===== src/hdl/nabe_regs.svh =====
`ifndef NABE_REGS_SVH
`define NABE_REGS_SVH

// ----------------------------------------------------------------------
// Timing
// ----------------------------------------------------------------------
// System clock period and the machine cycle of four oscillator periods.
`define NABE_CLK_NS 50
`define NABE_MCYCLE_NS 200
`define NABE_MCYCLE_CLKS (`NABE_MCYCLE_NS / `NABE_CLK_NS)

// ----------------------------------------------------------------------
// Widths and reset values
// ----------------------------------------------------------------------
`define NABE_PC_W 13
`define NABE_RAM_AW 8
`define NABE_PC_RESET 13'h0000
`define NABE_NIBBLE_RESET 4'h0

// ----------------------------------------------------------------------
// Opcode fields
// ----------------------------------------------------------------------
// High byte of the increment and decrement group.
`define NABE_OP_INCDEC 8'h4a
// High byte of the decrement and skip group.
`define NABE_OP_DSKIP 8'h48
// Upper seven bits of the skip on RAM bit group.
`define NABE_OP_SKB 7'h54
// Upper five bits of the long jump.
`define NABE_OP_JMP 5'h0e
// Branch condition selectors in bits 14 to 12.
`define NABE_BR_NZ 3'h4
`define NABE_BR_NC 3'h5
`define NABE_BR_Z 3'h6
`define NABE_BR_C 3'h7

`endif


===== src/hdl/nabe_pkg.sv =====
package nabe_pkg;

   // ----------------------------------------------------------------------
   // Types
   // ----------------------------------------------------------------------
   // Operation applied by the nibble arithmetic unit.
   typedef enum logic [2:0] {
      NABE_ADD,
      NABE_ADC,
      NABE_SUB,
      NABE_SBC,
      NABE_AND,
      NABE_OR,
      NABE_XOR
   } nabe_alu_e;

   // Preload of one working register.
   typedef struct packed {
      logic wr_en;
      logic [3:0] wr_idx;
      logic [3:0] wr_data;
   } nabe_load_s;

   // Data RAM write request.
   typedef struct packed {
      logic we;
      logic [7:0] addr;
      logic [3:0] wdata;
   } nabe_ram_s;

endpackage : nabe_pkg


===== src/hdl/nabe_alu.sv =====
`timescale 1ns/1ps

module nabe_alu
   import nabe_pkg::*;
(
   input wire nabe_alu_e op,
   input wire logic [3:0] a,
   input wire logic [3:0] b,
   input wire logic cin,
   output logic [3:0] result,
   output logic cout
);

   logic [4:0] wide;

   // Five-bit result; bit 4 is carry out or borrow.
   always_comb begin
      wide = 5'h00;
      case (op)
         NABE_ADD: wide = {1'b0, a} + {1'b0, b};
         NABE_ADC: wide = {1'b0, a} + {1'b0, b} + {4'h0, cin};
         NABE_SUB: wide = {1'b0, a} - {1'b0, b};
         NABE_SBC: wide = {1'b0, a} - {1'b0, b} - {4'h0, cin};
         NABE_AND: wide = {1'b0, a & b};
         NABE_OR: wide = {1'b0, a | b};
         NABE_XOR: wide = {1'b0, a ^ b};
         default: wide = 5'h00;
      endcase
   end

   // Split result and carry.
   assign result = wide[3:0];
   assign cout = wide[4];

endmodule : nabe_alu


===== src/hdl/nabe_exec.sv =====
`timescale 1ns/1ps
`include "nabe_regs.svh"

// Summary of operation
// - Every instruction takes one machine cycle of four clock periods.
// - Plain sum of RAM plus accumulator or register plus immediate.
// - Sum with carry in, result to accumulator, both flags updated.
// - Sum keeping carry updates only the zero flag.
// - Difference RAM minus accumulator or register minus immediate.
// - Difference with borrow also subtracts the carry flag.
// - Bitwise AND into accumulator, zero flag only.
// - Bitwise OR into accumulator, zero flag only.
// - Bitwise XOR into accumulator, zero flag only.
// - Jump on accumulator bit loads low eleven counter bits when set.
// - Jump on accumulator zero or non-zero.
// - Jump on carry set or clear.
// - Decrement RAM, update flags, skip one instruction on condition.
// - Skip one instruction when selected RAM bit is one.
// - Direct RAM address is page times 10H plus address field.
module nabe_exec
   import nabe_pkg::*;
(
   input wire logic clock,
   input wire logic rst,
   input wire logic [15:0] instr_data,
   input wire logic [2:0] page_sel,
   input wire logic [1:0] code_page_reg,
   input wire logic [3:0] ram_rdata,
   input wire nabe_load_s wr_load,
   output logic [`NABE_PC_W-1:0] pc,
   output logic fetch_strobe,
   output logic [3:0] arith_result_reg,
   output logic zero_flag,
   output logic carry_flag,
   output logic [`NABE_RAM_AW-1:0] ram_addr,
   output nabe_ram_s ram_wr
);

   // ----------------------------------------------------------------------
   // Machine cycle sequencing
   // ----------------------------------------------------------------------
   localparam logic [1:0] PH_LAST = 2'(`NABE_MCYCLE_CLKS - 1);
   localparam logic [1:0] PH_FETCH = 2'h0;
   localparam logic [1:0] PH_ADDR = 2'h1;
   localparam logic [1:0] PH_READ = 2'h2;

   logic [1:0] phase;
   logic [15:0] instr;
   logic [3:0] ram_q;
   logic [3:0] work_reg_n [16];

   wire exec_now = (phase == PH_LAST);
   wire [1:0] next_phase = exec_now ? PH_FETCH : phase + 2'h1;

   // Phase counter wraps every four clocks.
   always_ff @(posedge clock or posedge rst) begin
      if (rst) begin
         phase <= PH_FETCH;
      end else begin
         phase <= next_phase;
      end
   end

   // The fetch strobe marks the clock in which the opcode is sampled.
   always_ff @(posedge clock or posedge rst) begin
      if (rst) begin
         fetch_strobe <= 1'b1;
      end else begin
         fetch_strobe <= (next_phase == PH_FETCH);
      end
   end

   // Opcode is captured once per machine cycle.
   always_ff @(posedge clock or posedge rst) begin
      if (rst) begin
         instr <= 16'h0000;
      end else if (phase == PH_FETCH) begin
         instr <= instr_data;
      end
   end

   // ----------------------------------------------------------------------
   // Decode
   // ----------------------------------------------------------------------
   wire [7:0] op_hi = instr[15:8];
   wire imm_form = instr[10];
   wire wback = instr[8];
   wire [1:0] op_class = instr[13:12];
   wire is_arith = (instr[15:14] == 2'b00) && instr[11]
                   && (imm_form || !instr[7]);
   wire is_incdec = (op_hi == `NABE_OP_INCDEC);
   wire is_dskip = (op_hi == `NABE_OP_DSKIP);
   wire is_skb = (op_hi[7:1] == `NABE_OP_SKB);
   wire is_jmp = (instr[15:11] == `NABE_OP_JMP);
   wire is_bj = instr[15] && !instr[11];
   wire [10:0] jump_field = instr[10:0];
   wire [1:0] bit_sel = {instr[8], instr[7]};

   // Direct RAM address from page and address field.
   wire [7:0] direct_addr = {1'b0, page_sel, 4'h0}
                            + {1'b0, instr[6:0]};

   // Arithmetic operation select per opcode class.
   nabe_alu_e alu_op;
   always_comb begin
      alu_op = NABE_ADD;
      if (is_arith) begin
         case ({op_class, instr[9]})
            3'b000: alu_op = NABE_ADC;
            3'b001: alu_op = NABE_SBC;
            3'b010: alu_op = NABE_ADD;
            3'b011: alu_op = NABE_SUB;
            3'b100: alu_op = NABE_ADD;
            3'b101: alu_op = NABE_AND;
            3'b110: alu_op = NABE_XOR;
            3'b111: alu_op = NABE_OR;
            default: alu_op = NABE_ADD;
         endcase
      end else if (is_incdec) begin
         alu_op = instr[7] ? NABE_SUB : NABE_ADD;
      end else if (is_dskip) begin
         alu_op = NABE_SUB;
      end
   end

   // Operands: register and immediate, RAM and accumulator, or RAM and 1 for the decrement and increment groups.
   wire use_imm = is_arith && imm_form;
   wire [3:0] wr_sel = work_reg_n[instr[3:0]];
   wire [3:0] alu_a = use_imm ? wr_sel : ram_q;
   wire [3:0] alu_b = use_imm ? instr[7:4]
                      : (is_arith ? arith_result_reg : 4'h1);
   wire [3:0] alu_res;
   wire alu_cout;

   nabe_alu u_alu (
      .op(alu_op),
      .a(alu_a),
      .b(alu_b),
      .cin(carry_flag),
      .result(alu_res),
      .cout(alu_cout)
   );

   // Which state each instruction updates.
   wire acc_upd = is_arith || is_incdec || is_dskip;
   wire cf_upd = (is_arith && !op_class[1]) || is_incdec
                 || is_dskip;
   wire ram_upd = (is_arith && wback && !imm_form) || is_incdec
                  || is_dskip;
   wire wr_upd = is_arith && wback && imm_form;
   wire res_zero = (alu_res == 4'h0);

   // ----------------------------------------------------------------------
   // Branch and skip
   // ----------------------------------------------------------------------
   logic br_take;
   always_comb begin
      case (instr[14:12])
         `NABE_BR_NZ: br_take = (arith_result_reg != 4'h0);
         `NABE_BR_Z: br_take = (arith_result_reg == 4'h0);
         `NABE_BR_C: br_take = carry_flag;
         `NABE_BR_NC: br_take = !carry_flag;
         default: br_take = arith_result_reg[instr[13:12]];
      endcase
   end

   wire dskip_take = is_dskip && (instr[7] ? !res_zero : res_zero);
   wire skb_take = is_skb && ram_q[bit_sel];
   wire [12:0] pc_seq = pc + 13'h0001;
   wire [12:0] pc_skip = pc + 13'h0002;
   wire [12:0] pc_long = {code_page_reg, jump_field};
   wire [12:0] pc_short = {pc[12:11], jump_field};
   wire [12:0] next_pc = is_jmp ? pc_long
                         : (is_bj && br_take) ? pc_short
                         : (dskip_take || skb_take) ? pc_skip
                         : pc_seq;

   // ----------------------------------------------------------------------
   // State updates
   // ----------------------------------------------------------------------
   // Program counter advances at the end of each machine cycle.
   always_ff @(posedge clock or posedge rst) begin
      if (rst) begin
         pc <= `NABE_PC_RESET;
      end else if (exec_now) begin
         pc <= next_pc;
      end
   end

   // RAM address is formed after fetch, read data caught one clock later.
   always_ff @(posedge clock or posedge rst) begin
      if (rst) begin
         ram_addr <= 8'h00;
         ram_q <= `NABE_NIBBLE_RESET;
      end else begin
         if (phase == PH_ADDR) begin
            ram_addr <= direct_addr;
         end
         if (phase == PH_READ) begin
            ram_q <= ram_rdata;
         end
      end
   end

   // Accumulator and flags.
   always_ff @(posedge clock or posedge rst) begin
      if (rst) begin
         arith_result_reg <= `NABE_NIBBLE_RESET;
         zero_flag <= 1'b0;
         carry_flag <= 1'b0;
      end else if (exec_now && acc_upd) begin
         arith_result_reg <= alu_res;
         zero_flag <= res_zero;
         if (cf_upd) begin
            carry_flag <= alu_cout;
         end
      end
   end

   // RAM write-back is a one-clock request after the execute clock.
   always_ff @(posedge clock or posedge rst) begin
      if (rst) begin
         ram_wr <= '0;
      end else begin
         ram_wr.we <= exec_now && ram_upd;
         ram_wr.addr <= ram_addr;
         ram_wr.wdata <= alu_res;
      end
   end

   // Working registers; execute write-back wins over a preload.
   for (genvar i = 0; i < 16; i++) begin : g_wr
      wire exec_hit = exec_now && wr_upd && (instr[3:0] == 4'(i));
      wire load_hit = wr_load.wr_en && (wr_load.wr_idx == 4'(i));
      always_ff @(posedge clock or posedge rst) begin
         if (rst) begin
            work_reg_n[i] <= `NABE_NIBBLE_RESET;
         end else if (exec_hit) begin
            work_reg_n[i] <= alu_res;
         end else if (load_hit) begin
            work_reg_n[i] <= wr_load.wr_data;
         end
      end
   end

endmodule : nabe_exec


===== config.mk =====
export PLATFORM = sky130hd
export DESIGN_NAME = nabe_exec
export DESIGN_NICKNAME = d
export VERILOG_FILES = /design/src/hdl/nabe_pkg.sv /design/src/hdl/nabe_alu.sv /design/src/hdl/nabe_exec.sv
export VERILOG_INCLUDE_DIRS = /design/src /design/src/hdl
export SDC_FILE = /design/constraint.sdc
export NUM_CORES = 1
export LEC_CHECK = 0
export ABC_CLOCK_PERIOD_IN_PS = 6600
export BUFFER_PORTS_ARGS = -buffer_cell sky130_fd_sc_hd__buf_2
export CORE_MARGIN = 2
export CORE_UTILIZATION = 26
export DETAILED_ROUTE_END_ITERATION = 8
export PLACE_DENSITY = 0.38
export SYNTH_ARGS = -nofsm -noshare
export SYNTH_HDL_FRONTEND = slang
export SYNTH_SLANG_ARGS = --single-unit
export TNS_END_PERCENT = 50

===== constraint.sdc =====
create_clock -name clock -period 6.6 [get_ports clock]
set_clock_uncertainty 0.1 [all_clocks]
set_input_delay 1.32 -clock clock [delete_from_list [all_inputs] [get_ports clock]]
set_output_delay 1.32 -clock clock [all_outputs]
set_load 0.02 [all_outputs]

# Word-level counts from Yosys, hierarchy flattened

Memory sizes are Yosys's and may differ from the RTL's.
Index checks and enable logic that the tools add are counted.

Bits in read-only memories: 24
Register bits: 127
Logic and storage cells: 233
Memories kept: 1
Output and inout port bits: 41
Input port bits: 36

Add/subtract/negate cells: 8
$lt $le $gt $ge: 3
Eq/ne operators: 48
Reduce and logical (&&, ||, !) cells: 87
Bitwise operators: 4
Multiplexer cells: 53

Memory list:

| name             | words | bits a word | rd ports | clocked after memory_dff | write ports | line             | RTL |
|---|---|---|---|---|---|---|---|
| (name not given) | 8     | 3           | 1        | 0                        | 0           | nabe_exec.sv:108 | `case ({op_class, instr[9]})` |

Operators by type and width:

| cell                                                | count |
|---|---|
| two-way mux 4 bit                                   | 37 |
| equality test 4 bit, second input constant          | 16 |
| logical AND 1 bit                                   | 46 |
| two-way mux 13 bit                                  | 3 |
| case mux 5 bit (7 select lines)                     | 1 |
| equality test 4 x 3 -> 1 bit, second input constant | 8 |
| nonzero test 2 bit                                  | 16 |
| equality test 3 bit, second input constant          | 7 |
| binary-select mux 4 bit (select 4 bit)              | 1 |
| equality test 4 x 2 -> 1 bit, second input constant | 4 |
| equality test 8 x 7 -> 1 bit, second input constant | 2 |
| logical NOT 4 bit                                   | 4 |
| adder 13 x 1 -> 13 bit, second input constant       | 1 |
| adder 13 x 2 -> 13 bit, second input constant       | 1 |
| adder 7 x 7 -> 8 bit                                | 1 |
| equality test 4 x 1 -> 1 bit, second input constant | 2 |
| logical OR 1 bit                                    | 8 |
| two-way mux 2 bit                                   | 4 |
| equality test 7 bit, second input constant          | 1 |
| equality test 3 x 2 -> 1 bit, second input constant | 2 |
| logical NOT 1 bit                                   | 6 |
| logical NOT 2 bit                                   | 3 |
| < comparator 2 x 3 -> 1 bit, second input constant  | 2 |
| adder 4 x 4 -> 5 bit                                | 1 |
| other kinds (21)                                    | 26 |

# Depth between registers and ports, before layout

Word-level depth: 16
Depth in mapped cells: 18
Mapped depth without buffers: 16

# Hierarchy

Synthesis repeated with hierarchy kept, for this count alone.

Cells, all modules: 743
Area, all modules: 7666.1 sq um

Modules (own cells, without submodules):

| module    | area each (sq um) | cells an instance | seq. area each (sq um) | times used |
|---|---|---|---|---|
| nabe_exec | 6802.8            | 632               | 3179.3                 | 1 |
| nabe_alu  | 863.3             | 111               | 0.0                    | 1 |

# Worst setup path after synthesis

No wires, ideal clock.

Path kind: register to register
From: register instr[0]
To: register pc[12]
Arrival time: 5674 ps
Setup time: 128 ps
Required time: 6372 ps
Cell stages (with the launch flop): 19
Slack: 698 ps
Path buffers: 2
Period minus slack after synthesis: 5902 ps
Cells stage by stage: dfrtp_1 -> clkbuf_1 -> buf_1 -> mux4_2 -> mux4_2 -> mux2i_1 -> inv_1 -> ha_1 -> fa_1 -> mux2i_1 -> mux2i_1 -> a311o_1 -> a311o_1 -> a21oi_2 -> nand4_4 -> a31oi_4 -> mux2i_2 -> nor3_1 -> mux2_1

Word-level cells in the longest chain between the ends: 16
Elaborated cells between the ends (all ways): 21
Those cells by class: add/sub (4); mux (9); bitwise (4); reduce/logical (4)

Ends and longest elaborated chain:

| item                                                                     | line                           | RTL |
|---|---|---|
| from (decl)                                                              | nabe_exec.sv:48                | `logic [15:0] instr;` |
| from (signal assigned)                                                   | nabe_exec.sv:78                | `instr <= instr_data;` |
| inverter 4 -> 5 bit (not written as such) *                              | nabe_exec.sv:128               | `wire [3:0] wr_sel = work_reg_n[instr[3:0]];` |
| binary-select mux 4 bit (select 4 bit) *                                 | nabe_exec.sv:128               |  |
| two-way mux 4 bit (not written as such) * (2 in a row)                   | nabe_exec.sv:128               |  |
| two-way mux 4 bit *                                                      | nabe_exec.sv:129               | `wire [3:0] alu_a = use_imm ? wr_sel : ram_q;` |
| subtractor 4 x 4 -> 5 bit / adder 4 x 4 -> 5 bit (equally long branches) | -                              |  |
| subtractor 5 x 1 -> 5 bit / adder 5 x 1 -> 5 bit (equally long branches) | nabe_alu.sv:23, nabe_alu.sv:21 |  |
| case mux 5 bit (7 select lines) *                                        | nabe_alu.sv:19                 | `case (op)` |
| logical NOT 4 bit *                                                      | nabe_exec.sv:151               | `wire res_zero = (alu_res == 4'h0);` |
| logical NOT 1 bit                                                        | nabe_exec.sv:167               | `wire dskip_take = is_dskip && (instr[7] ? !res_zero : res_zero);` |
| two-way mux 1 bit *                                                      | nabe_exec.sv:167               |  |
| logical AND 1 bit *                                                      | nabe_exec.sv:167               |  |
| logical OR 1 bit *                                                       | nabe_exec.sv:175               | `: (dskip_take \|\| skb_take) ? pc_skip` |
| two-way mux 13 bit *                                                     | nabe_exec.sv:175               |  |
| two-way mux 13 bit *                                                     | nabe_exec.sv:174               | `: (is_bj && br_take) ? pc_short` |
| two-way mux 13 bit *                                                     | nabe_exec.sv:173               | `wire [12:0] next_pc = is_jmp ? pc_long` |
| to (signal assigned)                                                     | nabe_exec.sv:184               | `` pc <= `NABE_PC_RESET; `` |
| to (signal assigned)                                                     | nabe_exec.sv:186               | `pc <= next_pc;` |
| to (decl)                                                                | nabe_exec.sv:30                | `` output logic [`NABE_PC_W-1:0] pc, `` |

Mark *: on every way between the ends. The rest lies on a longest branch, timed or not. The select of a mux whose other input is x is not followed.
A chain may end at the register's enable or synchronous reset.

# Worst setup path in the final report

From: register instr[1]
To: register pc[12]

Same word-level chain as after synthesis.

==> impl_metrics.csv <==
group,metric,value,unit
cts,cts_buffers,17,
worst_setup_path,r2r-end,"pc[12]",
floorplan,num_io_pins,77,
yosys,synth-seq-cells,127,
timing,fin_crit,6.01,ns
timing,fmax,0.167,GHz
timing,slew_violations,0,
timing,worst_pin_slew,1.08,ns
finish,final_cell_mix,"dfrtp_1, a21oi_1, nor2_1, buf_2, nand2_1",
timing,rsz0062_at_grt,"no",
worst_setup_path,critical_path_arrival,6.22,ns
finish,drive_above_1_share,22.1,%
global_route,grt_pass1_vias,6130,
floorplan,die_h,177,um
cts,root_buffer,"clkbuf_16",
global_route,grt_max_degree,77,
worst_setup_path,start_kind,"flop",
finish,nFillCells,3058,
worst_setup_path,crit_chain,"mux4_2, mux4_2, mux2i_1, inv_1, ha_1, fa_1, mux2i_1, mux2i_1, a311o_1, a311o_1, a21oi_2, nand4_4, a31oi_4, mux2i_2, nor3_1, mux2_1",
finish,top_register,"work_reg_n",
yosys,netlist_instances,781,
finish,layout_commonest_cell,"dfrtp_1",
placed_design,postPlaceCellArea,0.00857,sq mm
worst_setup_path,critical_path_class,"reg -> reg",
power_and_ir_drop,p_leak,3.95,nW
run,drv_cap,0,
power_and_ir_drop,power_per_cell_area,286,mW/mm^2
cts,cts_max_path_buffers,2,
hold_path,hp-class,"reg -> reg",
yosys,synth_ff_type,"dfrtp_1",
cts,clk_pin_slew_worst_paths,0.06,ns
worst_setup_path,max_stage_delay,1.00,ns
finish,largest_reg_flops,64,
worst_setup_path,cp.depth,16,
outcome,status,"finished, final reports clean",
routing,drt-total-wl,25200,um
yosys,ys_types,70,
yosys,async_flop_share,100,%
worst_setup_path,endpoint_kind,"flop",
finish,antenna_cells,0,
yosys,synth_area_per_cell,9.96,sq um
floorplan,initial_core_util,26.3,%
timing,finalHoldViolCount,0,
yosys,synth_edf_count,0,
routing,ant_nets,0,
worst_setup_path,endpoint,"pc[12]",
worst_setup_path,worstSetupStartpoint,"instr[1]",
floorplan,die_area,0.0313,sq mm
finish,nNetsFinal,906,
worst_setup_path,rr_startpoint,"instr[1]",
worst_setup_path,path_delay_family,"multiplexers",
cts,cts_tree,"built",
routing,firstDrtPassIters,5,
placed_design,io_buffers,76,
floorplan,rows,63,
routing,route.detailed.drc,0,
timing,fin_worst_hold_slack,0.301,ns
global_route,track_usage,16.7,%
cts,numClockSinks,127,
routing,drt-wirelength-per-cell,20.3,um
worst_setup_path,cp_num_buf_inv,1,
routing,vias_per_cell,4.89,
placed_design,dpl.hpwl,17600,um
routing,drtIter0Drc,363,
cts,postCtsHoldBufs,0,
finish,reg_top3,"work_reg_n (64), instr (16)",
worst_setup_path,worstPathMaxFanout,23,
floorplan,die_x,177,um
floorplan,coreArea,0.0296,sq mm
worst_setup_path,r2r_slack,0.59,ns
yosys,synth_warnings,0,
routing,dr_total_vias,6083,
timing,timing.setup.tns,0,ns
yosys,synth_area,0.00778,sq mm
power_and_ir_drop,power.total,2.62,mW
global_route,grt_pass1_wl,38900,um
worst_setup_path,ff2ff_path_depth,16,
yosys,synth_nets,845,
worst_setup_path,required,6.81,ns
cts,postCtsSetupBuffers,0,
worst_setup_path,slowest_stage,"dfrtp_1",
timing,finalCritPeriodShare,91.0,%
cts,clock_latency,0.43,ns
yosys,ys_seq_area_share,40.9,%
cts,htree_levels,4,
global_route,antenna_found_initial,0,
power_and_ir_drop,vdd_drop_max,0.142,mV
timing,slew_headroom,27.7,%
placed_design,gp_congestion,0.787,
finish,area_delta_synth_final,17.5,%
timing,setup_viol,0,
global_route,overflow,0,
finish,design_area,0.00914,sq mm
worst_setup_path,crit_top_cell,"mux2i_1",
==> cell type report <==
type                            count  area [sq um]  area share, %
Sequential cell                   127          3180           34.8
Clock buffer                       17           425           4.66
Tap cell                          390           488           5.34
Multi-Input combinational cell    577          4290           47.0
Timing Repair Buffer               92           500           5.48
Clock inverter                     14           145           1.59
Inverter                           27           106           1.16
==> what timing repair did <==
action                                  in CTS  in global routing
endpoints found under the setup margin       0                  7
endpoints found under the hold margin        0                  0
gates resized for setup                      0                  1
==> worst min path at each step <==
stage,from,to,slack (ns),depth (start not counted)
floorplan,phase[0],phase[0],0.35,1
global placement,ram_addr[2],ram_wr[6],0.29,0
detailed placement,ram_addr[3],ram_wr[7],0.29,0
CTS,ram_addr[3],ram_wr[7],0.31,0
global route,ram_addr[6],ram_wr[10],0.33,0
finish,ram_addr[6],ram_wr[10],0.30,0
==> metal layers <==
layer  part of all wire, %  GRT usage (%)  vias up
met4                   1.0           3.99        0
met2                    48           27.2      147
li1                      -              -     2951
met1                    46           22.8     2968
met5                     0              0        -
met3                   4.4           3.24       17
==> cell families after synthesis <==
logic type                 synth area share, %
and+or+nand+nor                           16.4
AOI/OAI and AO/OA                         14.6
DFF                                       40.9
muxes                                     17.4
buffers and inverters                     3.93
adders and majority gates                 4.79
xor gates and xnor gates                  1.98
==> cell usage after synthesis (2+ instances only) <==
cell | instances | area [sq um]
and2_1 | 3 | 18.8
o31a_1 | 3 | 26.3
mux2i_1 | 54 | 541
o311ai_0 | 4 | 35.0
nand2_1 | 59 | 221
mux2_2 | 26 | 293
ha_1 | 25 | 313
nor2_1 | 80 | 300
a211oi_2 | 2 | 25.0
nor3_1 | 10 | 50.1
nor4_1 | 5 | 31.3
o2111ai_1 | 3 | 26.3
nor4b_1 | 2 | 17.5
and3_1 | 8 | 50.1
inv_1 | 26 | 97.6
mux4_2 | 22 | 495
o41ai_1 | 2 | 17.5
nand4_1 | 3 | 18.8
nand3_1 | 18 | 90.1
o21bai_1 | 3 | 22.5
xor2_1 | 5 | 43.8
o31ai_1 | 3 | 22.5
nor2b_1 | 32 | 200
xnor2_1 | 10 | 87.6
dfrtp_1 | 126 | 3150
o211ai_1 | 6 | 45.0
clkbuf_1 | 26 | 97.6
and4_1 | 2 | 17.5
a211oi_1 | 27 | 203
buf_1 | 16 | 60.1
fa_1 | 3 | 60.1
a21oi_1 | 81 | 405
a21o_1 | 3 | 22.5
a21oi_2 | 2 | 17.5
nand2b_1 | 12 | 75.1
nor3b_1 | 8 | 60.1
buf_2 | 7 | 35.0
a311o_1 | 2 | 20.0
o21ai_0 | 18 | 90.1
nand3b_1 | 4 | 30.0
==> report_power, final <==
part / leakage, nW / internal (mW) / switching (mW)
registers: 1.49 / 0.915 / 0.127
logic: 2.20 / 0.276 / 0.345
clock network: 0.259 / 0.553 / 0.402
total: 3.95 / 1.74 / 0.874
==> stage by stage <==
step	utilization, %	instances	setup slack (ns)
final	30.9	1244	0.595
after floorplan	-	781	0.698
after global placement	29.0	1213	0.374
after global routing	30.9	1244	0.145
after CTS	30.9	1244	0.182
after detailed placement	29.0	1213	0.244
Note: power is estimated with default switching activity, not from simulation.
